File: config.mk
export PLATFORM = sky130hd
export DESIGN_NAME = motor_pwm_channel_manager
export DESIGN_NICKNAME = d
export VERILOG_FILES = /design/src/hdl/motor_pwm_pkg.sv /design/src/hdl/motor_pwm_channel_manager.sv
export SDC_FILE = /design/constraint.sdc
export NUM_CORES = 1
export LEC_CHECK = 0
export ABC_AREA = 1
export BUFFER_PORTS_ARGS = -buffer_cell sky130_fd_sc_hd__buf_2
export CELL_PAD_IN_SITES_DETAIL_PLACEMENT = 1
export CELL_PAD_IN_SITES_GLOBAL_PLACEMENT = 2
export CORE_UTILIZATION = 32
export DETAILED_ROUTE_END_ITERATION = 6
export PLACE_DENSITY_LB_ADDON = 0.15
export SLEW_MARGIN = 20
export SYNTH_ARGS = -nofsm -noshare
export SYNTH_HDL_FRONTEND = slang
export SYNTH_SLANG_ARGS = --single-unit
File: constraint.sdc
create_clock -name aclk -period 6.5 [get_ports aclk]
set_clock_uncertainty 0.2 [all_clocks]
set_input_delay 0.975 -clock aclk [delete_from_list [all_inputs] [get_ports aclk]]
set_output_delay 0.975 -clock aclk [all_outputs]
set_load 0.005 [all_outputs]
File: src/hdl/motor_pwm_pkg.sv
// constants, register map and decode helpers for the motor pwm channel manager
// assumes a single clock domain and an axi4-lite register bus with 8-bit offsets
package motor_pwm_pkg;

  localparam int unsigned CLK_HZ_DEF = 250_000_000;
  localparam int ADDR_W = 8;
  localparam int PER_W = 24;
  localparam int CNT_W = 16;

  // register byte offsets
  localparam logic [7:0] OFF_CTRL_A = 8'h00;
  localparam logic [7:0] OFF_CTRL_B = 8'h04;
  localparam logic [7:0] OFF_PRESCALE = 8'h08;
  localparam logic [7:0] OFF_POLARITY = 8'h0c;
  localparam logic [7:0] OFF_PHASE = 8'h10;
  localparam logic [7:0] OFF_PARITY = 8'h14;
  localparam logic [7:0] OFF_IRQ_MASK = 8'h18;
  localparam logic [7:0] OFF_STATUS = 8'h1c;
  localparam logic [7:0] OFF_TIMER = 8'h20;

  // field positions
  localparam int CA_OE = 7;
  localparam int CA_SENSOR = 5;
  localparam int CA_DAC = 4;
  localparam int CA_VC = 3;
  localparam int CB_FILT = 0;
  localparam int CB_OS_LO = 1;
  localparam int CB_OS_HI = 3;
  localparam int PS_SA_LO = 4;
  localparam int PO_OT_LO = 6;
  localparam int IM_CL = 6;

  // flag positions in status, mask bits share the low six
  localparam int FL_COMM = 0;
  localparam int FL_DEMAG = 1;
  localparam int FL_ZERO = 2;
  localparam int FL_EMERG = 3;
  localparam int FL_OVF = 4;
  localparam int FL_RDEC = 5;
  localparam int FL_RINC = 6;

  localparam logic [1:0] RESP_OKAY = 2'h0;
  localparam logic [1:0] RESP_SLVERR = 2'h2;
  localparam logic [7:0] RST_BYTE = 8'h00;

  // pwm group select, {odd, even}
  localparam logic [1:0] GRP_NONE = 2'h0;
  localparam logic [1:0] GRP_EVEN = 2'h1;
  localparam logic [1:0] GRP_ODD = 2'h2;
  localparam logic [1:0] GRP_BOTH = 2'h3;
  localparam logic [1:0] OS_FULL_ON = 2'h2;

  // times in ns, frequencies in hundredths of hz
  localparam int unsigned OFF_TIME_NS [4] = '{5000, 10000, 15000, 30000};
  localparam int unsigned SENSOR_OFF_NS = 1250;
  localparam int unsigned FILTER_NS = 2500;
  localparam int unsigned SAMPLE_CHZ [16] = '{2500000, 2000000, 1810000, 1540000,
    1250000, 1000000, 625000, 313000, 156000, 125000, 114000, 96100, 78100, 62500,
    39000, 19500};

  // least time to cycles, rounded up, never below one
  function automatic int unsigned ns_to_cyc(input int unsigned ns, input int unsigned hz);
    longint unsigned c;
    c = (longint'(ns) * longint'(hz) + 64'd999999999) / 64'd1000000000;
    return (c == 64'd0) ? 1 : int'(c);
  endfunction

  function automatic int unsigned period_cyc(input int unsigned chz, input int unsigned hz);
    return int'((longint'(hz) * 64'd100) / longint'(chz));
  endfunction

  function automatic logic reg_mapped(input logic [7:0] a);
    return (a <= OFF_TIMER) && (a[1:0] == 2'h0);
  endfunction

  // which groups receive the pwm, meaning depends on voltage or current mode
  function automatic logic [1:0] pwm_groups(input logic cur, input logic demag,
                                            input logic dbit, input logic [1:0] sel);
    logic [1:0] g;
    g = GRP_NONE;
    if (!cur && !dbit && sel == OS_FULL_ON) begin
      g = GRP_NONE;
    end else if (demag) begin
      g = (dbit ^ cur) ? GRP_ODD : GRP_EVEN;
    end else if (cur) begin
      g = sel[1] ? GRP_BOTH : (sel[0] ? GRP_EVEN : GRP_ODD);
    end else begin
      g = (sel == 2'h0) ? GRP_EVEN : ((sel == 2'h1) ? GRP_ODD : GRP_BOTH);
    end
    return g;
  endfunction

endpackage

File: src/hdl/motor_pwm_channel_manager.sv
// current-mode pwm, channel manager, emergency stop, flags and axi4-lite registers
// assumes event pulses and voltage pwm come from logic on aclk; pins are synchronised
//
// Overview of operation
// - current mode pwm combines measurement window with current comparator
// - optional filter masks comparator trips for 2.5 us after pwm switch-on
// - pwm on from window end until next window start or comparator trip
// - four-bit sampling ratio picks one of sixteen window frequencies
// - sensorless off-time field selects 5, 10, 15 or 30 us window
// - sensor mode forces 1.25 us window regardless of off-time field
// - window is offered for demag end or zero crossing detection
// - phase writes go to preload, copied to active on commutation
// - pin level from polarity and phase; phase zero means switch off
// - direct access makes phase writes reach active register at once
// - enable clear tristates outputs; timer runs only with enable and no direct
// - group bits place each channel in even or odd group
// - low select bits route pwm to groups between d and c events
// - top select bit drives demag pwm, preloaded at commutation
// - select decoding differs between voltage and current mode
// - voltage mode select 010 gives full-on outputs, no pwm or limit
// - emergency low tristates outputs, clears enable, raises its flag
// - emergency tristate path works with no clock running
// - wait mode keeps running; enabled events request wake-up
// - halt freezes motor control state except the emergency enable clear; own events cannot wake
// - events set flags; interrupt needs enable bit and cpu mask clear
// - eight-bit up timer, read-only while running
//
// Our own choices: the register addresses and the AXI4-Lite register port.
`timescale 1ns/10ps
module motor_pwm_channel_manager import motor_pwm_pkg::*; #(
  parameter int unsigned CLK_HZ = CLK_HZ_DEF
) (
  input wire logic aclk,
  input wire logic aresetn,
  input wire logic [ADDR_W-1:0] awaddr,
  input wire logic awvalid,
  output logic awready,
  input wire logic [31:0] wdata,
  input wire logic [3:0] wstrb,
  input wire logic wvalid,
  output logic wready,
  output logic [1:0] bresp,
  output logic bvalid,
  input wire logic bready,
  input wire logic [ADDR_W-1:0] araddr,
  input wire logic arvalid,
  output logic arready,
  output logic [31:0] rdata,
  output logic [1:0] rresp,
  output logic rvalid,
  input wire logic rready,
  input wire logic emergency_stop_n,
  input wire logic current_feedback_in,
  input wire logic voltage_pwm_in,
  input wire logic commutation_evt,
  input wire logic demag_end_evt,
  input wire logic zero_cross_evt,
  input wire logic ratio_inc_evt,
  input wire logic ratio_dec_evt,
  input wire logic mult_ovf_evt,
  input wire logic demag_active,
  input wire logic halt_mode,
  input wire logic cpu_irq_mask,
  output logic [5:0] motor_outputs,
  output logic [5:0] motor_outputs_oe_n,
  output logic meas_window,
  output logic timer_clk_en,
  output logic mtc_irq,
  output logic wake_request
);

  localparam int unsigned FILT_CYC = ns_to_cyc(FILTER_NS, CLK_HZ);
  localparam int unsigned SENS_CYC = ns_to_cyc(SENSOR_OFF_NS, CLK_HZ);

  logic emg_s1_reg, emg_s2_reg, emg_s3_reg, cl_s1_reg, cl_s2_reg;
  logic aw_held_reg, w_held_reg, wstb_reg, bvalid_reg, rvalid_reg;
  logic [7:0] awaddr_reg, wdata_reg, rdata_reg;
  logic [1:0] bresp_reg, rresp_reg;
  logic oe_bit_reg, sensor_reg, dac_reg, vc_reg, filt_reg;
  logic [1:0] os_lo_reg, ot_reg;
  logic demag_pre_reg, demag_sel_reg;
  logic [3:0] sa_reg;
  logic [5:0] pol_reg, phase_pre_reg, phase_act_reg, parity_reg, mask_reg, motor_out_reg;
  logic [6:0] flags_reg;
  logic [7:0] timer_reg;
  logic [PER_W-1:0] win_cnt_reg;
  logic [CNT_W-1:0] blank_reg;
  logic meas_win_reg, pwm_cur_reg;
  logic [7:0] rd_val;
  logic [PER_W-1:0] per_tab [16];
  logic [PER_W-1:0] off_tab [4];

  // pin synchronisers
  always_ff @(posedge aclk) begin
    if (!aresetn) begin
      emg_s1_reg <= 1'b1;
      emg_s2_reg <= 1'b1;
      emg_s3_reg <= 1'b1;
      cl_s1_reg <= 1'b0;
      cl_s2_reg <= 1'b0;
    end else begin
      emg_s1_reg <= emergency_stop_n;
      emg_s2_reg <= emg_s1_reg;
      emg_s3_reg <= emg_s2_reg;
      cl_s1_reg <= current_feedback_in;
      cl_s2_reg <= cl_s1_reg;
    end
  end

  wire emg_fall = emg_s3_reg & ~emg_s2_reg;
  wire cl_trip = cl_s2_reg;
  wire run = ~halt_mode;

  // axi4-lite write channel
  assign awready = ~aw_held_reg & ~bvalid_reg;
  assign wready = ~w_held_reg & ~bvalid_reg;
  wire aw_take = awvalid & awready;
  wire w_take = wvalid & wready;
  wire wr_go = aw_held_reg & w_held_reg & ~bvalid_reg;
  wire wr_en = wr_go & wstb_reg;
  wire [7:0] wd = wdata_reg;
  wire wr_ctrl_a = wr_en & (awaddr_reg == OFF_CTRL_A);
  wire wr_ctrl_b = wr_en & (awaddr_reg == OFF_CTRL_B);
  wire wr_presc = wr_en & (awaddr_reg == OFF_PRESCALE);
  wire wr_pol = wr_en & (awaddr_reg == OFF_POLARITY);
  wire wr_phase = wr_en & (awaddr_reg == OFF_PHASE);
  wire wr_parity = wr_en & (awaddr_reg == OFF_PARITY);
  wire wr_mask = wr_en & (awaddr_reg == OFF_IRQ_MASK);
  wire wr_status = wr_en & (awaddr_reg == OFF_STATUS);
  wire wr_timer = wr_en & (awaddr_reg == OFF_TIMER);
  assign bvalid = bvalid_reg;
  assign bresp = bresp_reg;

  always_ff @(posedge aclk) begin
    if (!aresetn) begin
      aw_held_reg <= 1'b0;
      w_held_reg <= 1'b0;
      awaddr_reg <= RST_BYTE;
      wdata_reg <= RST_BYTE;
      wstb_reg <= 1'b0;
      bvalid_reg <= 1'b0;
      bresp_reg <= RESP_OKAY;
    end else begin
      if (aw_take) begin
        aw_held_reg <= 1'b1;
        awaddr_reg <= awaddr;
      end else if (wr_go) begin
        aw_held_reg <= 1'b0;
      end
      if (w_take) begin
        w_held_reg <= 1'b1;
        wdata_reg <= wdata[7:0];
        wstb_reg <= wstrb[0];
      end else if (wr_go) begin
        w_held_reg <= 1'b0;
      end
      if (wr_go) begin
        bvalid_reg <= 1'b1;
        bresp_reg <= reg_mapped(awaddr_reg) ? RESP_OKAY : RESP_SLVERR;
      end else if (bready) begin
        bvalid_reg <= 1'b0;
      end
    end
  end

  // axi4-lite read channel
  assign arready = ~rvalid_reg;
  assign rvalid = rvalid_reg;
  assign rresp = rresp_reg;
  assign rdata = {24'h000000, rdata_reg};

  always_comb begin
    rd_val = RST_BYTE;
    if (araddr == OFF_CTRL_A) begin
      rd_val = {oe_bit_reg, 1'b0, sensor_reg, dac_reg, vc_reg, 3'h0};
    end else if (araddr == OFF_CTRL_B) begin
      rd_val = {4'h0, demag_pre_reg, os_lo_reg, filt_reg};
    end else if (araddr == OFF_PRESCALE) begin
      rd_val = {sa_reg, 4'h0};
    end else if (araddr == OFF_POLARITY) begin
      rd_val = {ot_reg, pol_reg};
    end else if (araddr == OFF_PHASE) begin
      rd_val = {2'h0, phase_pre_reg};
    end else if (araddr == OFF_PARITY) begin
      rd_val = {2'h0, parity_reg};
    end else if (araddr == OFF_IRQ_MASK) begin
      rd_val = {1'b0, cl_trip, mask_reg};
    end else if (araddr == OFF_STATUS) begin
      rd_val = {1'b0, flags_reg};
    end else if (araddr == OFF_TIMER) begin
      rd_val = timer_reg;
    end
  end

  always_ff @(posedge aclk) begin
    if (!aresetn) begin
      rvalid_reg <= 1'b0;
      rdata_reg <= RST_BYTE;
      rresp_reg <= RESP_OKAY;
    end else if (arvalid && arready) begin
      rvalid_reg <= 1'b1;
      rdata_reg <= rd_val;
      rresp_reg <= reg_mapped(araddr) ? RESP_OKAY : RESP_SLVERR;
    end else if (rready) begin
      rvalid_reg <= 1'b0;
    end
  end

  // configuration and phase registers
  wire load_c = commutation_evt & run;
  always_ff @(posedge aclk) begin
    if (!aresetn) begin
      {oe_bit_reg, sensor_reg, dac_reg, vc_reg, filt_reg, demag_pre_reg} <= 6'h00;
      {demag_sel_reg, os_lo_reg, ot_reg, sa_reg} <= 9'h000;
      {pol_reg, phase_pre_reg, phase_act_reg} <= 18'h00000;
      {parity_reg, mask_reg} <= 12'h000;
    end else begin
      if (wr_ctrl_a) begin
        {oe_bit_reg, sensor_reg, dac_reg, vc_reg} <= {wd[CA_OE], wd[CA_SENSOR:CA_VC]};
      end
      if (emg_fall) begin
        oe_bit_reg <= 1'b0;
      end
      if (wr_ctrl_b) begin
        {demag_pre_reg, os_lo_reg, filt_reg} <= wd[CB_OS_HI:CB_FILT];
      end
      if (wr_presc) begin
        sa_reg <= wd[PS_SA_LO+:4];
      end
      if (wr_pol) begin
        {ot_reg, pol_reg} <= wd;
      end
      if (wr_phase) begin
        phase_pre_reg <= wd[5:0];
      end
      if (wr_phase && dac_reg) begin
        phase_act_reg <= wd[5:0];
      end else if (load_c) begin
        phase_act_reg <= phase_pre_reg;
      end
      if (wr_ctrl_b && dac_reg) begin
        demag_sel_reg <= wd[CB_OS_HI];
      end else if (load_c) begin
        demag_sel_reg <= demag_pre_reg;
      end
      if (wr_parity) begin
        parity_reg <= wd[5:0];
      end
      if (wr_mask) begin
        mask_reg <= wd[5:0];
      end
    end
  end

  // event flags, set wins over write-one-to-clear
  wire [6:0] ev = {ratio_inc_evt, ratio_dec_evt, mult_ovf_evt, emg_fall,
                   zero_cross_evt, demag_end_evt, commutation_evt} & {7{run}};
  wire [6:0] clr = wr_status ? wd[6:0] : 7'h00;
  wire [6:0] flags_next = (flags_reg & ~clr) | ev;
  wire [6:0] en7 = {mask_reg[FL_RDEC], mask_reg};
  wire pend = |(flags_reg & en7);
  assign mtc_irq = pend & ~cpu_irq_mask;
  assign wake_request = pend;

  // motor timer, clock gated by enable and direct access
  wire clk_on = oe_bit_reg & ~dac_reg;
  assign timer_clk_en = clk_on & run;
  wire [7:0] timer_next = timer_clk_en ? timer_reg + 8'h01 :
                          ((wr_timer && !clk_on) ? wd : timer_reg);

  always_ff @(posedge aclk) begin
    if (!aresetn) begin
      flags_reg <= 7'h00;
      timer_reg <= RST_BYTE;
    end else begin
      flags_reg <= flags_next;
      timer_reg <= timer_next;
    end
  end

  // measurement window and filter tables
  genvar gi;
  generate
    for (gi = 0; gi < 16; gi++) begin : g_per
      assign per_tab[gi] = PER_W'(period_cyc(SAMPLE_CHZ[gi], CLK_HZ));
    end
    for (gi = 0; gi < 4; gi++) begin : g_off
      assign off_tab[gi] = PER_W'(ns_to_cyc(OFF_TIME_NS[gi], CLK_HZ));
    end
  endgenerate

  wire [PER_W-1:0] per_cyc = per_tab[sa_reg];
  wire [PER_W-1:0] off_cyc = sensor_reg ? PER_W'(SENS_CYC) : off_tab[ot_reg];
  wire win_wrap = win_cnt_reg >= per_cyc - PER_W'(1);
  wire [PER_W-1:0] win_cnt_next = !run ? win_cnt_reg :
                                  (win_wrap ? '0 : win_cnt_reg + PER_W'(1));
  wire meas_win_next = run ? (win_cnt_next < off_cyc) : meas_win_reg;
  wire blanked = filt_reg & (blank_reg < CNT_W'(FILT_CYC));
  wire trip = cl_trip & ~blanked;
  // on from window end to next window start or comparator trip
  wire pwm_cur_next = run ? (~meas_win_next & (meas_win_reg | pwm_cur_reg) & ~trip)
                          : pwm_cur_reg;
  wire [CNT_W-1:0] blank_next = (!run || !blanked) ? blank_reg :
                                blank_reg + CNT_W'(1);
  assign meas_window = meas_win_reg;

  always_ff @(posedge aclk) begin
    if (!aresetn) begin
      win_cnt_reg <= '0;
      meas_win_reg <= 1'b0;
      pwm_cur_reg <= 1'b0;
      blank_reg <= '0;
    end else begin
      win_cnt_reg <= win_cnt_next;
      meas_win_reg <= meas_win_next;
      pwm_cur_reg <= pwm_cur_next;
      blank_reg <= meas_win_reg ? '0 : blank_next;
    end
  end

  // channel manager
  wire pwm_src = vc_reg ? pwm_cur_reg : (voltage_pwm_in & ~cl_trip);
  wire [1:0] grp = pwm_groups(vc_reg, demag_active & ~sensor_reg,
                              demag_sel_reg, os_lo_reg);
  logic [5:0] out_next;
  generate
    for (gi = 0; gi < 6; gi++) begin : g_ch
      wire in_grp = parity_reg[gi] ? grp[1] : grp[0];
      wire on = phase_act_reg[gi] & (~in_grp | pwm_src);
      assign out_next[gi] = ~(on ^ pol_reg[gi]);
    end
  endgenerate

  always_ff @(posedge aclk) begin
    if (!aresetn) begin
      motor_out_reg <= 6'h00;
    end else if (run) begin
      motor_out_reg <= out_next;
    end
  end

  assign motor_outputs = motor_out_reg;
  // clockless release straight from the pin
  assign motor_outputs_oe_n = {6{~(oe_bit_reg & emergency_stop_n)}};

  chk_phase_load: assert property (@(posedge aclk) disable iff (!aresetn)
    commutation_evt && run && !dac_reg |=> phase_act_reg == $past(phase_pre_reg))
    else $error("phase preload not copied on commutation");
  chk_emerg_hiz: assert property (@(posedge aclk) disable iff (!aresetn)
    !emergency_stop_n |-> &motor_outputs_oe_n)
    else $error("outputs driven while emergency low");
  chk_emerg_moe: assert property (@(posedge aclk) disable iff (!aresetn)
    $fell(emg_s2_reg) |=> !oe_bit_reg && flags_reg[FL_EMERG])
    else $error("emergency did not clear enable or set flag");
  chk_flag_comm: assert property (@(posedge aclk) disable iff (!aresetn)
    commutation_evt && run |=> flags_reg[FL_COMM])
    else $error("commutation flag lost");
  chk_irq_gate: assert property (@(posedge aclk) disable iff (!aresetn)
    flags_reg[FL_COMM] && mask_reg[FL_COMM] |-> mtc_irq == !cpu_irq_mask)
    else $error("interrupt gating wrong");
  chk_timer_stop: assert property (@(posedge aclk) disable iff (!aresetn)
    !(oe_bit_reg && !dac_reg) && !wr_timer |=> $stable(timer_reg))
    else $error("timer moved while stopped");
  chk_off_level: assert property (@(posedge aclk) disable iff (!aresetn)
    !phase_act_reg[0] && run |=> motor_out_reg[0] == !$past(pol_reg[0]))
    else $error("off level wrong for polarity");
  chk_win_pwm: assert property (@(posedge aclk) disable iff (!aresetn)
    meas_win_reg |-> !pwm_cur_reg)
    else $error("pwm on inside measurement window");
  chk_halt_hold: assert property (@(posedge aclk) disable iff (!aresetn)
    halt_mode |=> $stable(win_cnt_reg) && $stable(motor_out_reg) && $stable(pwm_cur_reg))
    else $error("state moved during halt");

endmodule // motor_pwm_channel_manager

==> results of run 1 <==
## final timing paths
| check | from | endpoint | slack, ns |
|---|---|---|---|
| setup / recovery | sa_reg[0] | pwm_cur_reg | 0.92 |
| hold / removal | emg_s1_reg | emg_s2_reg | 0.22 |
| setup reg to reg | sa_reg[0] | pwm_cur_reg | 0.92 |
| hold reg to reg | emg_s1_reg | emg_s2_reg | 0.22 |
## cells by family after synthesis
group,share of synthesized area
other,0.0008765
flip-flops,0.3364
multiplexers,0.001168
adder cells (fa/ha/maj),0.07301
AO/OA/AOI/OAI,0.1916
AND/OR/NAND/NOR,0.2447
buffers and inverters,0.1215
XOR/XNOR,0.03067
## cells in the final DEF (no fill, tap or decap), types with 6 or more instances in the layout
master	synthesis	final
sky130_fd_sc_hd__inv_2	10	11
sky130_fd_sc_hd__xor2_1	19	19
sky130_fd_sc_hd__o21ai_0	131	131
sky130_fd_sc_hd__nand2_1	226	226
sky130_fd_sc_hd__xnor2_1	11	11
sky130_fd_sc_hd__inv_6	0	6
sky130_fd_sc_hd__ha_1	50	50
sky130_fd_sc_hd__o22ai_1	8	8
sky130_fd_sc_hd__clkinv_1	8	8
sky130_fd_sc_hd__nor2_1	125	125
sky130_fd_sc_hd__nand3_1	39	39
sky130_fd_sc_hd__dfxtp_1	144	144
sky130_fd_sc_hd__buf_2	4	74
sky130_fd_sc_hd__nor2_2	6	6
sky130_fd_sc_hd__a31oi_1	10	10
sky130_fd_sc_hd__conb_1	2	29
sky130_fd_sc_hd__o21ai_1	6	6
sky130_fd_sc_hd__a21oi_1	119	119
sky130_fd_sc_hd__nand4_1	10	10
sky130_fd_sc_hd__nand2_2	7	7
sky130_fd_sc_hd__clkbuf_16	0	17
sky130_fd_sc_hd__nor3_1	34	34
sky130_fd_sc_hd__inv_1	156	155
## report_power, final
| group | leakage (nW) | switching [mW] | internal (mW) |
|---|---|---|---|
| Combinational | 2.72 | 0.105 | 0.0463 |
| Sequential | 1.17 | 0.0173 | 0.906 |
| Clock | 0.293 | 0.433 | 0.589 |
| Total | 4.18 | 0.555 | 1.54 |
## worst reg2reg max path: cells and delay by family (launching register included)
| kind | cells | cell delay [ns] |
|---|---|---|
| buffers and inverters | 3 | 0.49 |
| flip-flops | 1 | 0.58 |
| adder cells (fa/ha/maj) | 4 | 1.02 |
| AO/OA/AOI/OAI | 4 | 0.52 |
| AND/OR/NAND/NOR | 23 | 2.64 |
## cell type report
type | count | area share
tap | 335 | 0.04318
sequential | 144 | 0.2969
timing repair buffer | 78 | 0.04124
clock buffer | 18 | 0.04524
inverter | 174 | 0.06728
multi-input combinational | 891 | 0.4889
clock inverter | 14 | 0.01727
## through the flow
| stage | hold slack (ns) | setup WS, ns | util | power [mW] | cell area [um2] |
|---|---|---|---|---|---|
| 6_report | 0.2175 | 0.9231 | 0.3715 | 2.097 | 9708 |
| 5_1_grt | 0.2537 | 0.3246 | 0.3715 | 2.184 | 9708 |
| 4_1_cts | 0.2218 | 0.8140 | 0.3715 | 2.124 | 9708 |
| 3_5_place_dp | 0.2102 | 0.8929 | 0.3483 | 1.097 | 9101 |
| 3_3_place_gp | 0.2015 | 0.9577 | 0.3483 | 1.095 | 9101 |
| 2_1_floorplan | 0.1905 | 1.924 | - | 1.041 | 8670 |
## metal layers
layer,vias to the layer above,track usage
met2,96,0.3569
li1,4164,-
met3,26,0.02389
met5,-,0
met4,0,0.05079
met1,3910,0.2502
==> impl_metrics.env, run 1 <==
export IMPL_post_synth_cell_area_avg_um2=6.866
export IMPL_drtAntennaViolNets=0
export IMPL_vdd_ir_drop_max_mv=0.1769
export IMPL_area_growth_pct=13.30
export IMPL_netlist_top_cells_area="sky130_fd_sc_hd__dfxtp_1 34%, sky130_fd_sc_hd__nand2_1 9.9%, sky130_fd_sc_hd__o21ai_0 7.7%"
export IMPL_post_synth_top_area_cell="sky130_fd_sc_hd__dfxtp_1"
export IMPL_hpwlAfterDp_um=20880
export IMPL_final_seq_area_mm2=0.002883
export IMPL_num_antenna_cells=0
export IMPL_final_period_utilization=0.8580
export IMPL_worst_r2r_path_depth=34
export IMPL_met3_wirelength_um=523
export IMPL_vias_per_cell=4.955
export IMPL_initial_utilization=0.3279
export IMPL_die_width_um=165.6
export IMPL_unrepaired_setup_endpoints_after_global_routing="false"
export IMPL_core_area_mm2=0.02613
export IMPL_post_cts_setup_buffer_count=0
export IMPL_cts_made_buffers=17
export IMPL_place_port_buffers=74
export IMPL_synth_ff_type="sky130_fd_sc_hd__dfxtp_1"
export IMPL_cts_root_buffer_cell="sky130_fd_sc_hd__clkbuf_16"
export IMPL_yosys_top_cells_count="226 x sky130_fd_sc_hd__nand2_1, 156 x sky130_fd_sc_hd__inv_1, 144 x sky130_fd_sc_hd__dfxtp_1"
export IMPL_cts_clk_slew_worst_paths_ns=0.06
export IMPL_synth_cell_type_count=52
export IMPL_final_setup_tns_ns=0
export IMPL_layout_drive_gt1_share=0.1198
export IMPL_grt_total_usage=0.1985
export IMPL_drt_drc_violations_left=6
export IMPL_final_setup_viol_count=0
export IMPL_detail_route_iter0_violations=334
export IMPL_critical_path_s_largest_stage_delay_ns=0.58
export IMPL_cts_sink_count=144
export IMPL_static_power_due_to_leakage_nw=4.182
export IMPL_gp_congestion=0.8084
export IMPL_maximum_number_of_pins_on_one_net_before_global_route_repair=73
export IMPL_worst_path_stages=34
export IMPL_finalCriticalPeriod_ns=5.577
export IMPL_floorplan_io_pins=128
export IMPL_worstHoldPathType="reg2reg"
export IMPL_post_place_cells=1622
export IMPL_cts_resized=0
export IMPL_slowest_stage="sky130_fd_sc_hd__dfxtp_1"
export IMPL_critical_path_required_ns=6.60
export IMPL_totalWireLength_um=26950
export IMPL_floorplan_rows=59
export IMPL_crit_arrival_ns=5.67
export IMPL_drt_met1_wl_um=12490
export IMPL_synth_edff_count=0
export IMPL_yosysTopAreaCellShare=0.3364
export IMPL_normalized_max_slew_margin=0.4636
export IMPL_critPathTopFamily="simple AND/OR/NAND/NOR gates"
export IMPL_routed_wl_met2_um=13570
export IMPL_cts_max_path_buffers=2
export IMPL_detailroute_via_count=8196
export IMPL_finalMaxSlewViolations=0
export IMPL_fillers=3376
export IMPL_clock_insertion_delay_at_the_later_pin_of_the_skew_report_ns=0.43
export IMPL_synth_warning_count=0
export IMPL_timing_critical_path_to_type="register"
export IMPL_post_drt_wl_per_cell_um=16.30
export IMPL_synth_seq_cells=144
export IMPL_ctsHtreeMaxLevel=4
export IMPL_worst_slew_pin_transition_ns=0.8016
export IMPL_cell_with_the_most_instances_after_synthesis="sky130_fd_sc_hd__nand2_1"
export IMPL_max_cap_violations=0
export IMPL_combined_area_of_the_multi_input_logic_cells_mm2=0.004746
export IMPL_cts_hold_repair_buffers=0
export IMPL_tritoncts="built"
export IMPL_top_fanout_value_on_the_critical_path=28
export IMPL_syn_area_mm2=0.008568
export IMPL_cellPowerDensity_mw_per_mm2=216.0
export IMPL_worst_setup_path_start_kind="register"
export IMPL_first_global_vias=7977
export IMPL_hold_violations=0
export IMPL_most_frequent_cell_on_the_critical_path="sky130_fd_sc_hd__nand2_1"
export IMPL_number_of_antenna_violations_at_the_first_check_in_global_routing=0
export IMPL_asyncSetResetFlopFracSynth=0
export IMPL_clock_fmax_mhz=179.3
export IMPL_fp_dieH_um=165.6
export IMPL_violations="design-rule violations"
export IMPL_run_status="complete, but fails checks"
export IMPL_timing_worst_setup_path_type="reg2reg"
export IMPL_drt_pre_antenna_iters=7
export IMPL_first_pass_grt_wire_length_um=42950
export IMPL_synth_seq_area_share=0.3364
export IMPL_worst_path_buf_inv=3
export IMPL_post_synth_inst_count=1248
export IMPL_overflow_left_after_global_routing=0
export IMPL_maxUsedRoutingLayer="met4"
export IMPL_largest_register_ff_count=24
export IMPL_post_layout_nonfiller_instances=1654
export IMPL_final_nets=1427
export IMPL_hold_path_depth=1
export IMPL_die_area_mm2=0.02743
No activity file was read; power rests on OpenSTA's default activity.
==> run 2, diff against run 1 <==
CORE_UTILIZATION = 34   (was 32)
REMOVE_ABC_BUFFERS = 1   (was not set)
clock period = 6.72 ns   (was 6.5 ns; I/O delays follow)
==> run 2 against run 1 <==
Against the previous run:
- critical path depth unchanged
- sequential share of layout area hardly changed
- combinational power fell by 4%
- largest power group unchanged
- register-to-register slack gained 0.27 ns
- first-iteration DRC count increased by 28%
- final cell count shrank 0.73%
- the run now ends clean
- clock power barely moved
- largest cell class unchanged
- routed wire length decreased by 0.55%
- setup slack better by 0.27 ns
- sequential power down 3.4%
==> impl_metrics.env, run 2 (synthesis gave the netlist of run 1 again) <==
export IMPL_run_status="finished, final reports clean"
export IMPL_grt_total_usage=0.2139
export IMPL_cellPowerDensity_mw_per_mm2=211.4
export IMPL_max_cap_violations=0
export IMPL_clock_insertion_delay_at_the_later_pin_of_the_skew_report_ns=0.43
export IMPL_crit_path_start="sa_reg[1]"
export IMPL_place_port_buffers=74
export IMPL_worst_setup_path_start_kind="register"
export IMPL_gp_congestion=0.7854
export IMPL_static_power_due_to_leakage_nw=4.185
export IMPL_r2r_setup_slack_ns=1.19
export IMPL_overflow_left_after_global_routing=0
export IMPL_final_core_utilization=0.3955
export IMPL_worstReg2RegStart="sa_reg[1]"
export IMPL_first_pass_grt_wire_length_um=43260
export IMPL_design_area_mm2=0.009703
export IMPL_critical_path_required_ns=6.79
export IMPL_critPathTopFamily="simple AND/OR/NAND/NOR gates"
export IMPL_area_growth_pct=13.24
export IMPL_layout_drive_gt1_share=0.1168
export IMPL_most_frequent_cell_on_the_critical_path="sky130_fd_sc_hd__nand2_1"
export IMPL_vdd_ir_drop_max_mv=0.1616
export IMPL_final_setup_viol_count=0
export IMPL_final_period_utilization=0.8227
export IMPL_cts_resized=0
export IMPL_cts_clk_slew_worst_paths_ns=0.06
export IMPL_floorplan_rows=57
export IMPL_finalMaxSlewViolations=0
export IMPL_placed_area_mm2=0.009080
export IMPL_post_drt_wl_per_cell_um=16.33
export IMPL_unrepaired_setup_endpoints_after_global_routing="false"
export IMPL_critical_path_s_largest_stage_delay_ns=0.54
export IMPL_totalPowerFinal_mw=2.051
export IMPL_timing_worst_setup_path_type="reg2reg"
export IMPL_initial_utilization=0.3492
export IMPL_timing_critical_path_to_type="register"
export IMPL_worst_slew_pin_transition_ns=0.8451
export IMPL_first_global_vias=8123
export IMPL_cts_max_path_buffers=2
export IMPL_finalCriticalPeriod_ns=5.529
export IMPL_worstReg2RegEnd="pwm_cur_reg"
export IMPL_normalized_max_slew_margin=0.4345
export IMPL_tritoncts="built"
export IMPL_worstHoldPathType="reg2reg"
export IMPL_largest_register_ff_count=24
export IMPL_worst_path_stages=34
export IMPL_hold_violations=0
export IMPL_drt_drc_violations_left=0
export IMPL_vias_per_cell=4.951
export IMPL_totalWireLength_um=26810
export IMPL_die_area_mm2=0.02584
export IMPL_worst_r2r_path_depth=34
export IMPL_cts_made_buffers=17
export IMPL_post_cts_setup_buffer_count=0
export IMPL_hpwlAfterDp_um=20470
export IMPL_ctsHtreeMaxLevel=4
export IMPL_top_fanout_value_on_the_critical_path=28
export IMPL_cts_sink_count=144
export IMPL_fillers=3182
export IMPL_final_nets=1426
export IMPL_slowest_stage="sky130_fd_sc_hd__dfxtp_1"
export IMPL_crit_arrival_ns=5.60
export IMPL_drtAntennaViolNets=0
export IMPL_min_delay_start="cl_s1_reg"
export IMPL_detail_route_iter0_violations=426
export IMPL_floorplan_io_pins=128
export IMPL_cts_hold_repair_buffers=0
export IMPL_maximum_number_of_pins_on_one_net_before_global_route_repair=73
export IMPL_core_area_mm2=0.02453
export IMPL_layout_cells_most_common_list="226 x sky130_fd_sc_hd__nand2_1, 155 x sky130_fd_sc_hd__inv_1, 144 x sky130_fd_sc_hd__dfxtp_1"
export IMPL_num_antenna_cells=0
export IMPL_worst_path_buf_inv=3
export IMPL_cp_endpoint="pwm_cur_reg"
export IMPL_fp_dieH_um=160.7
export IMPL_layout_cells_most_common="sky130_fd_sc_hd__nand2_1"
export IMPL_number_of_antenna_violations_at_the_first_check_in_global_routing=0
export IMPL_drt_pre_antenna_iters=4
export IMPL_detailroute_via_count=8130
export IMPL_final_setup_tns_ns=0
export IMPL_cts_root_buffer_cell="sky130_fd_sc_hd__clkbuf_16"
export IMPL_die_width_um=160.7
export IMPL_clock_fmax_mhz=180.9
-- run 2: cell types whose count changed in the layout (fill, tap and decap cells not counted), sizes merged --
| cell | change |
|---|---|
| buf | -1 |
| inv | -8 |
| clkinv | +2 |
| clkbuf | +4 |
| bufinv | +2 |
-- run 2: how the worst min path moves through the flow --
stage	slack, ns	endpoint	depth (start not counted)
finish	0.23	cl_s2_reg	2
global route	0.25	cl_s2_reg	2
CTS	0.23	cl_s2_reg	2
detailed placement	0.22	emg_s2_reg	1
global placement	0.20	emg_s2_reg	1
floorplan	0.19	cl_s2_reg	2
-- run 2: per-stage QoR --
stage | hold WS, ns | worst slack (ns) | cells
3_5_place_dp | 0.2151 | 1.158 | 1610
6_report | 0.2258 | 1.191 | 1642
3_3_place_gp | 0.1962 | 1.259 | 1610
5_1_grt | 0.2466 | 0.6036 | 1642
2_1_floorplan | 0.1900 | 2.137 | 1209
4_1_cts | 0.2325 | 1.111 | 1642
-- run 2: cell type report --
cell class	instances	area [um2]	area share
timing repair buffer	77	392.9	0.04049
multi-input combinational	891	4746	0.4891
tap	324	405.4	0.04178
inverter	174	653.1	0.06731
clock buffer	22	464.2	0.04784
sequential	144	2883	0.2971
clock inverter	10	158.9	0.01638
-- run 2: worst register-to-register path, delay by kind of cell, from the launching register on --
kind	cells	cell delay, ns
AOI/OAI and AO/OA	4	0.54
DFF	1	0.54
buffers and inverters	3	0.54
adders and majority gates	4	1.12
and+or+nand+nor	23	2.44
-- run 2: power breakdown --
| part | switching [mW] | internal (mW) | total, mW |
|---|---|---|---|
| clock | 0.375 | 0.640 | 1.01 |
| sequential | 0.0151 | 0.876 | 0.892 |
| combinational | 0.101 | 0.0446 | 0.145 |
| total | 0.490 | 1.56 | 2.05 |
-- run 2: per-layer routing --
| layer | routed length, um | vias to the layer above | GRT usage |
|---|---|---|---|
| met4 | 616 | 0 | 0.07204 |
| met5 | 0 | - | 0 |
| met3 | 556 | 25 | 0.02996 |
| li1 | - | 4158 | - |
| met2 | 13160 | 103 | 0.3745 |
| met1 | 12480 | 3844 | 0.2683 |
